### src/inc/twmbh_pkg.sv
// Purpose: constants and types of the two-wire master byte handshake
// Assumes: 40 MHz clk, Avalon-MM slave with byte addresses
// Notes: register offsets, bit positions, codes and counts live here; twmbh_top writes phase numbers 0 to 2 as literals
package twmbh_pkg;

   // timing: quarter of a 100 kHz bit cell
   localparam int          CLK_PERIOD_NS = 25;
   localparam int          QUARTER_NS    = 2500;
   localparam int          QUARTER_CYC   = (QUARTER_NS + CLK_PERIOD_NS - 1) / CLK_PERIOD_NS;
   localparam logic [6:0]  QUARTER_LAST  = 7'(QUARTER_CYC - 1);

   // register byte addresses
   localparam logic [4:0]  ADDR_CTRL     = 5'h00;
   localparam logic [4:0]  ADDR_STATUS   = 5'h04;
   localparam logic [4:0]  ADDR_DATA     = 5'h08;
   localparam logic [4:0]  ADDR_IRQ_STAT = 5'h0c;
   localparam logic [4:0]  ADDR_IRQ_MASK = 5'h10;

   // control register bit positions
   localparam int          CTRL_FLAG     = 7;
   localparam int          CTRL_START    = 5;
   localparam int          CTRL_STOP     = 4;
   localparam int          CTRL_ENABLE   = 2;
   localparam int          CTRL_IRQ_EN   = 0;

   // sticky interrupt bits
   localparam int          IRQ_W         = 2;
   localparam int          IRQ_EVENT     = 0;
   localparam int          IRQ_NACK      = 1;
   localparam logic [1:0]  IRQ_RESET     = 2'h0;

   // status codes
   localparam logic [7:0]  CODE_START     = 8'h10;
   localparam logic [7:0]  CODE_ADDR_ACK  = 8'h20;
   localparam logic [7:0]  CODE_ADDR_NACK = 8'h24;
   localparam logic [7:0]  CODE_DATA_ACK  = 8'h30;
   localparam logic [7:0]  CODE_DATA_NACK = 8'h34;
   localparam logic [7:0]  CODE_NO_INFO   = 8'hf8;

   // byte sequencing
   localparam logic [3:0]  ACK_BIT       = 4'h8;
   localparam logic [1:0]  PHASE_LAST    = 2'h3;
   localparam logic [7:0]  SHIFT_RESET   = 8'h00;

   typedef struct packed {
      logic start;
      logic stop;
      logic enable;
      logic irq_en;
   } twmbh_ctrl_t;

   localparam twmbh_ctrl_t CTRL_RESET    = '0;

   typedef struct packed {
      logic scl;
      logic sda;
   } twmbh_pins_t;

   typedef enum logic [2:0] {
      S_IDLE,
      S_START,
      S_BYTE,
      S_STOP,
      S_HOLD
   } twmbh_state_t;

endpackage

### src/twmbh_top.sv
// Purpose: two-wire master with event flag handshake and Avalon-MM registers
// Assumes: open-drain pins resolved outside; 40 MHz clk
// Notes: start, address/data bytes and stop; no arbitration or slave mode
//
// Our own choices: the placing of the registers and register access over Avalon-MM.
`timescale 1ns/1ps
module twmbh_top (
   // clock and reset
   input  wire logic                  clk,
   input  wire logic                  reset,
   // avalon-mm slave
   input  wire logic [4:0]            avs_address,
   input  wire logic                  avs_read,
   input  wire logic                  avs_write,
   input  wire logic [31:0]           avs_writedata,
   input  wire logic [3:0]            avs_byteenable,
   output logic      [31:0]           avs_readdata,
   output logic                       avs_waitrequest,
   // two-wire bus pins
   input  wire twmbh_pkg::twmbh_pins_t pins_in,
   output twmbh_pkg::twmbh_pins_t      pins_out,
   output twmbh_pkg::twmbh_pins_t      pins_oe,
   // processor side
   input  wire logic                  global_irq_enable,
   output logic                       irq
);

   twmbh_pkg::twmbh_state_t state;
   twmbh_pkg::twmbh_ctrl_t  ctrl;
   twmbh_pkg::twmbh_pins_t  pins_s;
   logic [1:0]              pins_s_vec;
   logic                    ack;
   logic                    wr_lane;
   logic                    ctrl_wr;
   logic                    flag_clr;
   logic                    event_flag;
   logic                    go;
   logic                    launch;
   logic                    active;
   logic                    tick;
   logic                    advance;
   logic                    start_done;
   logic                    byte_done;
   logic                    stop_done;
   logic                    flag_set;
   logic [6:0]              div_cnt;
   logic [1:0]              phase;
   logic [3:0]              bit_cnt;
   logic [7:0]              address_data_shift_reg;
   logic [7:0]              serial_status_reg;
   logic [7:0]              event_code;
   logic                    sda_bit;
   logic                    is_addr;
   logic                    hold_sda;
   logic                    tx_bit;
   logic [1:0]              irq_status;
   logic [1:0]              irq_mask;
   logic [1:0]              irq_set;
   logic [1:0]              irq_clr;
   logic [31:0]             read_mux;
   twmbh_pkg::twmbh_state_t next_state;

   // pin inputs cross into clk domain
   twmbh_sync #(.W(2)) u_sync (
      .clk   (clk),
      .reset (reset),
      .din   ({pins_in.scl, pins_in.sda}),
      .dout  (pins_s_vec)
   );
   assign pins_s = pins_s_vec;

   // bus slave: one wait cycle, read data registered, write lands on release edge
   assign avs_waitrequest = (avs_read | avs_write) & ~ack;
   assign wr_lane         = avs_write & ack & avs_byteenable[0];
   assign ctrl_wr         = wr_lane & (avs_address == twmbh_pkg::ADDR_CTRL);
   assign flag_clr        = ctrl_wr & avs_writedata[twmbh_pkg::CTRL_FLAG];

   always_ff @(posedge clk) begin
      if (reset) begin
         ack <= 1'b0;
      end else begin
         ack <= (avs_read | avs_write) & ~ack;
      end
   end

   always_comb begin
      read_mux = 32'h0000_0000;
      unique case (avs_address)
         twmbh_pkg::ADDR_CTRL: begin
            read_mux[twmbh_pkg::CTRL_FLAG]   = event_flag;
            read_mux[twmbh_pkg::CTRL_START]  = ctrl.start;
            read_mux[twmbh_pkg::CTRL_STOP]   = ctrl.stop;
            read_mux[twmbh_pkg::CTRL_ENABLE] = ctrl.enable;
            read_mux[twmbh_pkg::CTRL_IRQ_EN] = ctrl.irq_en;
         end
         twmbh_pkg::ADDR_STATUS:   read_mux[7:0] = serial_status_reg;
         twmbh_pkg::ADDR_DATA:     read_mux[7:0] = address_data_shift_reg;
         twmbh_pkg::ADDR_IRQ_STAT: read_mux[1:0] = irq_status;
         twmbh_pkg::ADDR_IRQ_MASK: read_mux[1:0] = irq_mask;
         default:                  read_mux      = 32'h0000_0000;
      endcase
   end

   always_ff @(posedge clk) begin
      if (reset) begin
         avs_readdata <= 32'h0000_0000;
      end else if (avs_read & ~ack) begin
         avs_readdata <= read_mux;
      end
   end

   // serial_control_reg
   always_ff @(posedge clk) begin
      if (reset) begin
         ctrl <= twmbh_pkg::CTRL_RESET;
      end else if (ctrl_wr) begin
         ctrl.start  <= avs_writedata[twmbh_pkg::CTRL_START];
         ctrl.stop   <= avs_writedata[twmbh_pkg::CTRL_STOP];
         ctrl.enable <= avs_writedata[twmbh_pkg::CTRL_ENABLE];
         ctrl.irq_en <= avs_writedata[twmbh_pkg::CTRL_IRQ_EN];
      end
   end

   // event flag: hardware set wins over a software clear
   always_ff @(posedge clk) begin
      if (reset) begin
         event_flag <= 1'b0;
      end else if (flag_set) begin
         event_flag <= 1'b1;
      end else if (flag_clr) begin
         event_flag <= 1'b0;
      end
   end

   // a command is pending from the clearing write until launched
   always_ff @(posedge clk) begin
      if (reset) begin
         go <= 1'b0;
      end else if (flag_clr) begin
         go <= 1'b1;
      end else if (launch) begin
         go <= 1'b0;
      end
   end

   assign launch = go & ~event_flag & ctrl.enable & ((state == twmbh_pkg::S_IDLE) | (state == twmbh_pkg::S_HOLD));
   assign active = (state == twmbh_pkg::S_START) | (state == twmbh_pkg::S_BYTE) | (state == twmbh_pkg::S_STOP);

   // quarter-bit divider; a slave stretching scl holds phase 1
   always_ff @(posedge clk) begin
      if (reset) begin
         div_cnt <= 7'h00;
      end else if (!active || tick) begin
         div_cnt <= 7'h00;
      end else begin
         div_cnt <= div_cnt + 7'h01;
      end
   end

   assign tick       = active & (div_cnt == twmbh_pkg::QUARTER_LAST);
   assign advance    = tick & ~((phase == 2'h1) & ~pins_s.scl);
   assign start_done = (state == twmbh_pkg::S_START) & advance & (phase == twmbh_pkg::PHASE_LAST);
   assign stop_done  = (state == twmbh_pkg::S_STOP) & advance & (phase == twmbh_pkg::PHASE_LAST);
   assign byte_done  = (state == twmbh_pkg::S_BYTE) & advance & (phase == twmbh_pkg::PHASE_LAST)
                       & (bit_cnt == twmbh_pkg::ACK_BIT);
   assign flag_set   = start_done | byte_done;

   always_comb begin
      next_state = state;
      if (launch) begin
         if (ctrl.start) begin
            next_state = twmbh_pkg::S_START;
         end else if (ctrl.stop) begin
            next_state = twmbh_pkg::S_STOP;
         end else if (state == twmbh_pkg::S_HOLD) begin
            next_state = twmbh_pkg::S_BYTE;
         end
      end else if (start_done || byte_done) begin
         next_state = twmbh_pkg::S_HOLD;
      end else if (stop_done) begin
         next_state = twmbh_pkg::S_IDLE;
      end
   end

   always_ff @(posedge clk) begin
      if (reset) begin
         state <= twmbh_pkg::S_IDLE;
      end else begin
         state <= next_state;
      end
   end

   always_ff @(posedge clk) begin
      if (reset) begin
         phase   <= 2'h0;
         bit_cnt <= 4'h0;
      end else if (launch) begin
         phase   <= 2'h0;
         bit_cnt <= 4'h0;
      end else if (advance) begin
         phase <= phase + 2'h1;
         if ((state == twmbh_pkg::S_BYTE) && (phase == twmbh_pkg::PHASE_LAST)) begin
            bit_cnt <= bit_cnt + 4'h1;
         end
      end
   end

   // address_data_shift_reg: software loads it in any state except S_BYTE
   always_ff @(posedge clk) begin
      if (reset) begin
         address_data_shift_reg <= twmbh_pkg::SHIFT_RESET;
      end else if (wr_lane && (avs_address == twmbh_pkg::ADDR_DATA) && (state != twmbh_pkg::S_BYTE)) begin
         address_data_shift_reg <= avs_writedata[7:0];
      end else if ((state == twmbh_pkg::S_BYTE) && advance && (phase == twmbh_pkg::PHASE_LAST)
                   && (bit_cnt != twmbh_pkg::ACK_BIT)) begin
         address_data_shift_reg <= {address_data_shift_reg[6:0], sda_bit};
      end
   end

   // sda sampled at the end of the high time; in the ack slot low means acknowledged
   always_ff @(posedge clk) begin
      if (reset) begin
         sda_bit <= 1'b1;
      end else if ((state == twmbh_pkg::S_BYTE) && advance && (phase == 2'h2)) begin
         sda_bit <= pins_s.sda;
      end
   end

   always_ff @(posedge clk) begin
      if (reset) begin
         is_addr  <= 1'b0;
         hold_sda <= 1'b0;
      end else if (start_done) begin
         is_addr  <= 1'b1;
         hold_sda <= 1'b1;
      end else if (byte_done) begin
         is_addr  <= 1'b0;
         hold_sda <= 1'b0;
      end
   end

   always_ff @(posedge clk) begin
      if (reset) begin
         event_code <= twmbh_pkg::CODE_NO_INFO;
      end else if (start_done) begin
         event_code <= twmbh_pkg::CODE_START;
      end else if (byte_done && is_addr) begin
         event_code <= sda_bit ? twmbh_pkg::CODE_ADDR_NACK : twmbh_pkg::CODE_ADDR_ACK;
      end else if (byte_done) begin
         event_code <= sda_bit ? twmbh_pkg::CODE_DATA_NACK : twmbh_pkg::CODE_DATA_ACK;
      end
   end

   // status follows the flag one cycle late
   always_ff @(posedge clk) begin
      if (reset) begin
         serial_status_reg <= twmbh_pkg::CODE_NO_INFO;
      end else begin
         serial_status_reg <= event_flag ? event_code : twmbh_pkg::CODE_NO_INFO;
      end
   end

   // open-drain drive; oe high pulls the line low
   assign tx_bit = (bit_cnt == twmbh_pkg::ACK_BIT) ? 1'b1 : address_data_shift_reg[7];
   assign pins_out = '0;

   always_comb begin
      pins_oe = '0;
      unique case (state)
         twmbh_pkg::S_IDLE: begin
            pins_oe = '0;
         end
         twmbh_pkg::S_START: begin
            pins_oe.scl = (phase == 2'h0) | (phase == twmbh_pkg::PHASE_LAST);
            pins_oe.sda = phase[1];
         end
         twmbh_pkg::S_BYTE: begin
            pins_oe.scl = (phase == 2'h0) | (phase == twmbh_pkg::PHASE_LAST);
            pins_oe.sda = ~tx_bit;
         end
         twmbh_pkg::S_STOP: begin
            pins_oe.scl = (phase == 2'h0);
            pins_oe.sda = ~phase[1];
         end
         twmbh_pkg::S_HOLD: begin
            pins_oe.scl = 1'b1;
            pins_oe.sda = hold_sda;
         end
      endcase
   end

   // sticky interrupt status, write one to clear, set wins
   assign irq_set[twmbh_pkg::IRQ_EVENT] = flag_set;
   assign irq_set[twmbh_pkg::IRQ_NACK]  = byte_done & sda_bit;
   assign irq_clr = (wr_lane && (avs_address == twmbh_pkg::ADDR_IRQ_STAT)) ? avs_writedata[1:0] : 2'h0;

   always_ff @(posedge clk) begin
      if (reset) begin
         irq_status <= twmbh_pkg::IRQ_RESET;
      end else begin
         irq_status <= (irq_status & ~irq_clr) | irq_set;
      end
   end

   always_ff @(posedge clk) begin
      if (reset) begin
         irq_mask <= twmbh_pkg::IRQ_RESET;
      end else if (wr_lane && (avs_address == twmbh_pkg::ADDR_IRQ_MASK)) begin
         irq_mask <= avs_writedata[1:0];
      end
   end

   // both enables gate every source so polling mode stays silent
   assign irq = global_irq_enable & ctrl.irq_en & (event_flag | (|(irq_status & irq_mask)));
endmodule

### src/twmbh_sync.sv
// Purpose: two-stage synchroniser for pin inputs
// Assumes: inputs asynchronous to clk
// Notes: only the second stage may be read
`timescale 1ns/1ps
module twmbh_sync #(
   parameter int W = 1
) (
   // clock and reset
   input  wire logic         clk,
   input  wire logic         reset,
   // data
   input  wire logic [W-1:0] din,
   output logic      [W-1:0] dout
);

   logic [W-1:0] meta;

   // released bus lines idle high, so reset to ones
   always_ff @(posedge clk) begin
      if (reset) begin
         meta <= '1;
         dout <= '1;
      end else begin
         meta <= din;
         dout <= meta;
      end
   end

endmodule

### config.mk
export PLATFORM = sky130hd
export DESIGN_NAME = twmbh_top
export DESIGN_NICKNAME = d
export VERILOG_FILES = /design/src/inc/twmbh_pkg.sv /design/src/twmbh_top.sv /design/src/twmbh_sync.sv
export SDC_FILE = /design/constraint.sdc
export NUM_CORES = 1
export LEC_CHECK = 0
export ABC_AREA = 1
export BUFFER_PORTS_ARGS = -buffer_cell sky130_fd_sc_hd__buf_2
export CORE_UTILIZATION = 46
export CTS_BUF_LIST = sky130_fd_sc_hd__clkbuf_8
export CTS_CLUSTER_SIZE = 20
export DETAILED_ROUTE_END_ITERATION = 10
export PLACE_DENSITY = 0.72
export REMOVE_ABC_BUFFERS = 1
export SLEW_MARGIN = 15
export SYNTH_ARGS = -nofsm -noshare
export SYNTH_HDL_FRONTEND = slang
export SYNTH_SLANG_ARGS = --single-unit
### constraint.sdc
create_clock -name clk -period 3.9 [get_ports clk]
set_clock_uncertainty 0.1 [all_clocks]
set_input_delay 0.585 -clock clk [delete_from_list [all_inputs] [get_ports clk]]
set_output_delay 0.585 -clock clk [all_outputs]
set_load 0.1 [all_outputs]
# [Word level (Yosys, flattened, before mapping)]
# Cells that the tools add are included.
[totals] register_bits=65 input_bits=48 out_inout_bits=38
[op_classes] n_addsub=3 eq_ne=16 muxes=29 n_bitwise=39 n_reduce_logical=30
[ops] operator="$mux 8" count=5
[ops] operator="$mux 3" count=8
[ops] operator="$and 1x1->1" count=22
[ops] operator="$eq 5x4->1 const B" count=2
[ops] operator="$logic_and 1x1->1" count=10
[ops] operator="$pmux 2 s5" count=1
[ops] operator="$reduce_bool 2->1" count=5
[ops] operator="$reduce_or 2->1" count=5
[ops] operator="$add 7x1->7 const B" count=1
[ops] operator="$eq 7x7->1 const B" count=1
[ops] operator="$mux 1" count=7
[ops] operator="$or 1x1->1" count=7
[ops] operator="$eq 3x2->1 const B" count=2
[ops] operator="$not 1->1" count=6
[ops] operator="$pmux 1 s3" count=2
[ops] operator="$pmux 2 s3" count=1
[ops] operator="$reduce_bool 3->1" count=2
[ops] operator="$eq 5x3->1 const B" count=1
[ops] operator="$eq 5x5->1 const B" count=1
[ops] operator="$logic_not 5->1" count=1
[ops] operator="$pmux 1 s5" count=1
[ops] operator="$add 4x1->4 const B" count=1
[ops] operator="$and 2x2->2" count=2
[ops] operator="$eq 2x2->1 const B" count=2
[ops] operator="18 further kinds" count=21

# [Depth between registers and ports, before layout]
[logic_depth] word_depth=11 depth_mapped=14

# [Modules after synthesis]
# Synthesis repeated with hierarchy kept, for this count alone.
[unflattened] hier_cells=386 area_unflattened_um2=2885.3
[by_module_without_submodules] mod="twmbh_top" n_inst=1 cells_each=373 area_each_um2=2768.9 seq_area_each_um2=1061.0
[by_module_without_submodules] mod="twmbh_sync" n_inst=1 cells_each=13 area_each_um2=116.4 seq_area_each_um2=80.1

# [Worst setup path before layout]
# OpenSTA, ideal clock, no wires.
[synth_path] path_type="register to output" from="register bit_cnt[0]" to="output port pins_oe[0] in the netlist's numbering" arrival_ns=2.394 required_time_ns=3.215 slack_ns=0.821 path_stages_with_launch=8 path_buffers=0 path_cell_list="dfxtp_1 > inv_1 > ha_1 > nand2_1 > nor2_1 > inv_1 > nand2_1 > o2111ai_1"
[synth_lines] item="start, declared" line="twmbh_top.sv:48" text="logic [3:0] bit_cnt;"
[synth_lines] item="start signal, assigned" line="twmbh_top.sv:203" text="bit_cnt <= bit_cnt + 4'h1;"
[synth_lines] item="end, declared" line="twmbh_top.sv:22" text="output twmbh_pkg::twmbh_pins_t pins_oe,"

==> flow_summary.toml <==
[outcome]
status = "completed"

[worst_setup_path]
worst-path-max-fanout = 4
critical-path-slowest-cell = "sky130_fd_sc_hd__buf_2"
crit_type = "register to output pin"
critical_path.endpoint_type = "output pin"
cp.arrival_ps = 2000
critical_path.n_buffers_inverters = 3
crit_path_start_kind = "register"
timing.critical_path.slowest_cell_delay_ps = 470
worst_path_dominant_cell_family = "buffers and inverters"
worstPathRequired_ps = 3210
cp_cell_sequence = "inv_1 -> ha_1 -> nand2_1 -> nor2_1 -> inv_1 -> nand2_1 -> o2111ai_1 -> buf_2"

[timing]
totalNegativeSetupSlack_ps = 0
worst_slew_margin_rel_pct = 49.45
maxClockFrequency_mhz = 373.1
grt_setup_unrepaired = "false"
fin_crit_sh_pct = 68.73
finish_stage_setup_viols = 0
final.min_clock_period_ps = 2680
hold_viol = 0
final_critical_path_setup_slack_ps = 1220
worst_hold_slack_ps = 309.2
tightest_slew_ps = 755.4
maxSlewViolCount = 0

[clocking]
clkSlewWorstSetupHoldPaths_ps = 70
clock_tree.root_cell = "sky130_fd_sc_hd__clkbuf_8"
ctsHtreeMaxLevel = 3
clock_latency_on_the_worst_skew_pair_ps = 340
ctsResizeCount = 0
cts_tree = "done"
clkSinkCount = 57
holdBufCountCts = 0
worst_case_clock_buffer_depth = 2
post_cts_buffers = 0
numCtsBuffers = 9

[global_routing]
grt_first_pass_wirelength_um = 10170
overflow = 0
number_of_global_route_vias_before_repair = 2315
maximum_number_of_pins_on_one_net_before_global_route_repair = 25
antenna_found_initial = 0
globalRouteTotalUtil_pct = 20.45

[detailed_routing]
drt_first_pass_iters = 4
drcViolationCount = 0
avgRoutedWirePerCell_um = 11.57
dr_total_vias = 2516
detail_route.iter0.violations = 130
drt.antenna.violating_nets = 0
routed_wirelength_um = 5901
avgViaCountPerCell = 4.933

[power]
internal_power_mw = 1.084
power_mw = 1.495
p_sw_mw = 0.4112
power.share.sequential_pct = 39.5
power.share.combinational_pct = 12.5
vdd_drop_max_mv = 0.2159
power.density_nw_per_um2 = 456.4
total_leakage_power_nw = 1.496
sw_frac_of_total_pct = 27.50
clkPwrFrac_pct = 48.0

[floorplanning]
dieHeight_um = 81.25
core_area_sq_um = 5991
fp.dieW_um = 81.25
number_of_standard_cell_rows_in_the_floorplan = 28
initial_utilization_pct = 48.22
die_area_sq_um = 6602
top_level_ports = 86

[placement]
dp_slack_ps = 1581
hpwlAfterDp_um = 4329
placedCellCount = 494
numPortBuffers = 32
finalWeightedCongestion = 0.8848

[logic_synthesis]
synth_cells = 394
synth_async_sr_flop_share_pct = 0
most_frequently_used_cell_type_in_the_post_synthesis_netlist = "sky130_fd_sc_hd__nand2_1"
synth.top_cell.area_share_pct = 39.50
synth_area_leaders = "sky130_fd_sc_hd__dfxtp_1 (39%), sky130_fd_sc_hd__nand2_1 (9.4%), sky130_fd_sc_hd__buf_4 (7.0%)"
synth_edf_count = 0
synthTopCellsByCount = "sky130_fd_sc_hd__nand2_1 (72), sky130_fd_sc_hd__dfxtp_1 (57), sky130_fd_sc_hd__inv_1 (51), sky130_fd_sc_hd__nor2_1 (39), sky130_fd_sc_hd__o21ai_0 (28)"
ys_warn_count = 0
synth_area_sq_um = 2889
yosysSeqAreaShare_pct = 39.50
synth_cell_types = 40
yosys_register_bits = 57
post-synth-top-area-cell = "sky130_fd_sc_hd__dfxtp_1"
ys.flop_type = "sky130_fd_sc_hd__dfxtp_1"
avgSynthCellArea_sq_um = 7.333

[min_path]
hp-class = "register to register"

[cells_and_area]
antennaDiodeCount = 0
final_cells = 510
post_route_cells_drive_above_1_share_pct = 17.24
area.growth.synth_to_final_pct = 13.43
fin_nets = 485

[flow_run]
maxCapViolCount = 0
[logic make-up (layout without fill, tap and decap cells)]
group	count (synthesis)	in the layout	synth area share, %
AO/OA/AOI/OAI	73	73	13.95
XOR/XNOR	1	1	0.3032
adder cells (fa/ha/maj)	7	7	3.031
buffers and inverters	87	103	15.20
flip-flops	57	57	39.50
other	1	26	0.1298
AND/OR/NAND/NOR	168	168	27.89
[stage by stage]
step	utilization [%]	cell area [sq um]
2_1_floorplan	-	2760
3_3_place_gp	50.31	3014
3_5_place_dp	50.31	3014
4_1_cts	54.70	3277
5_1_grt	54.70	3277
6_report	54.70	3277
[power by group through the flow]
stage          combinational, mW  sequential (mW)  clock, mW
6_report                   0.186            0.591      0.718
2_1_floorplan              0.139            0.626          0
3_3_place_gp               0.185            0.604          0
5_1_grt                    0.196            0.591      0.754
4_1_cts                    0.186            0.591      0.726
3_5_place_dp               0.186            0.604          0
[final timing paths]
kind	slack, ps	cells past startpoint	to	from
setup reg to reg	1970	14	address_data_shift_reg[3]	phase[1]
setup / recovery	1220	8	pins_oe[0]	bit_cnt[0]
hold / removal	310	1	u_sync.dout[1]	u_sync.meta[1]
hold reg to reg	310	1	u_sync.dout[1]	u_sync.meta[1]
[per-layer routing]
metal | routed length, um | global-route usage [%] | vias up
met2 | 2632 | 31.26 | 78
met4 | 117 | 9.107 | 0
met5 | 0 | 0 | -
met1 | 2813 | 27.06 | 1127
met3 | 337 | 5.056 | 13
li1 | - | - | 1298
[area by class of cell]
type                       instances  area [sq um]
fill                             582          2714
multi-input combinational        275          1403
sequential                        57          1141
inverter                          55         216.5
clock buffer                      12         165.2
timing repair buffer              32         160.2
clock inverter                     4         97.59
tap                               75         93.84
[cells in the final DEF (no fill, tap or decap), types with 6 or more instances in the layout]
cell / instances
sky130_fd_sc_hd__nor2_1: 39
sky130_fd_sc_hd__nand3_1: 21
sky130_fd_sc_hd__buf_2: 32
sky130_fd_sc_hd__clkbuf_8: 12
sky130_fd_sc_hd__ha_1: 7
sky130_fd_sc_hd__o21ai_0: 28
sky130_fd_sc_hd__dfxtp_1: 57
sky130_fd_sc_hd__nand2_1: 72
sky130_fd_sc_hd__a21oi_1: 26
sky130_fd_sc_hd__or2_2: 7
sky130_fd_sc_hd__inv_1: 51
sky130_fd_sc_hd__nor3_1: 6
sky130_fd_sc_hd__o21ai_1: 7
sky130_fd_sc_hd__conb_1: 26
Power figures use the tool's default switching activity.
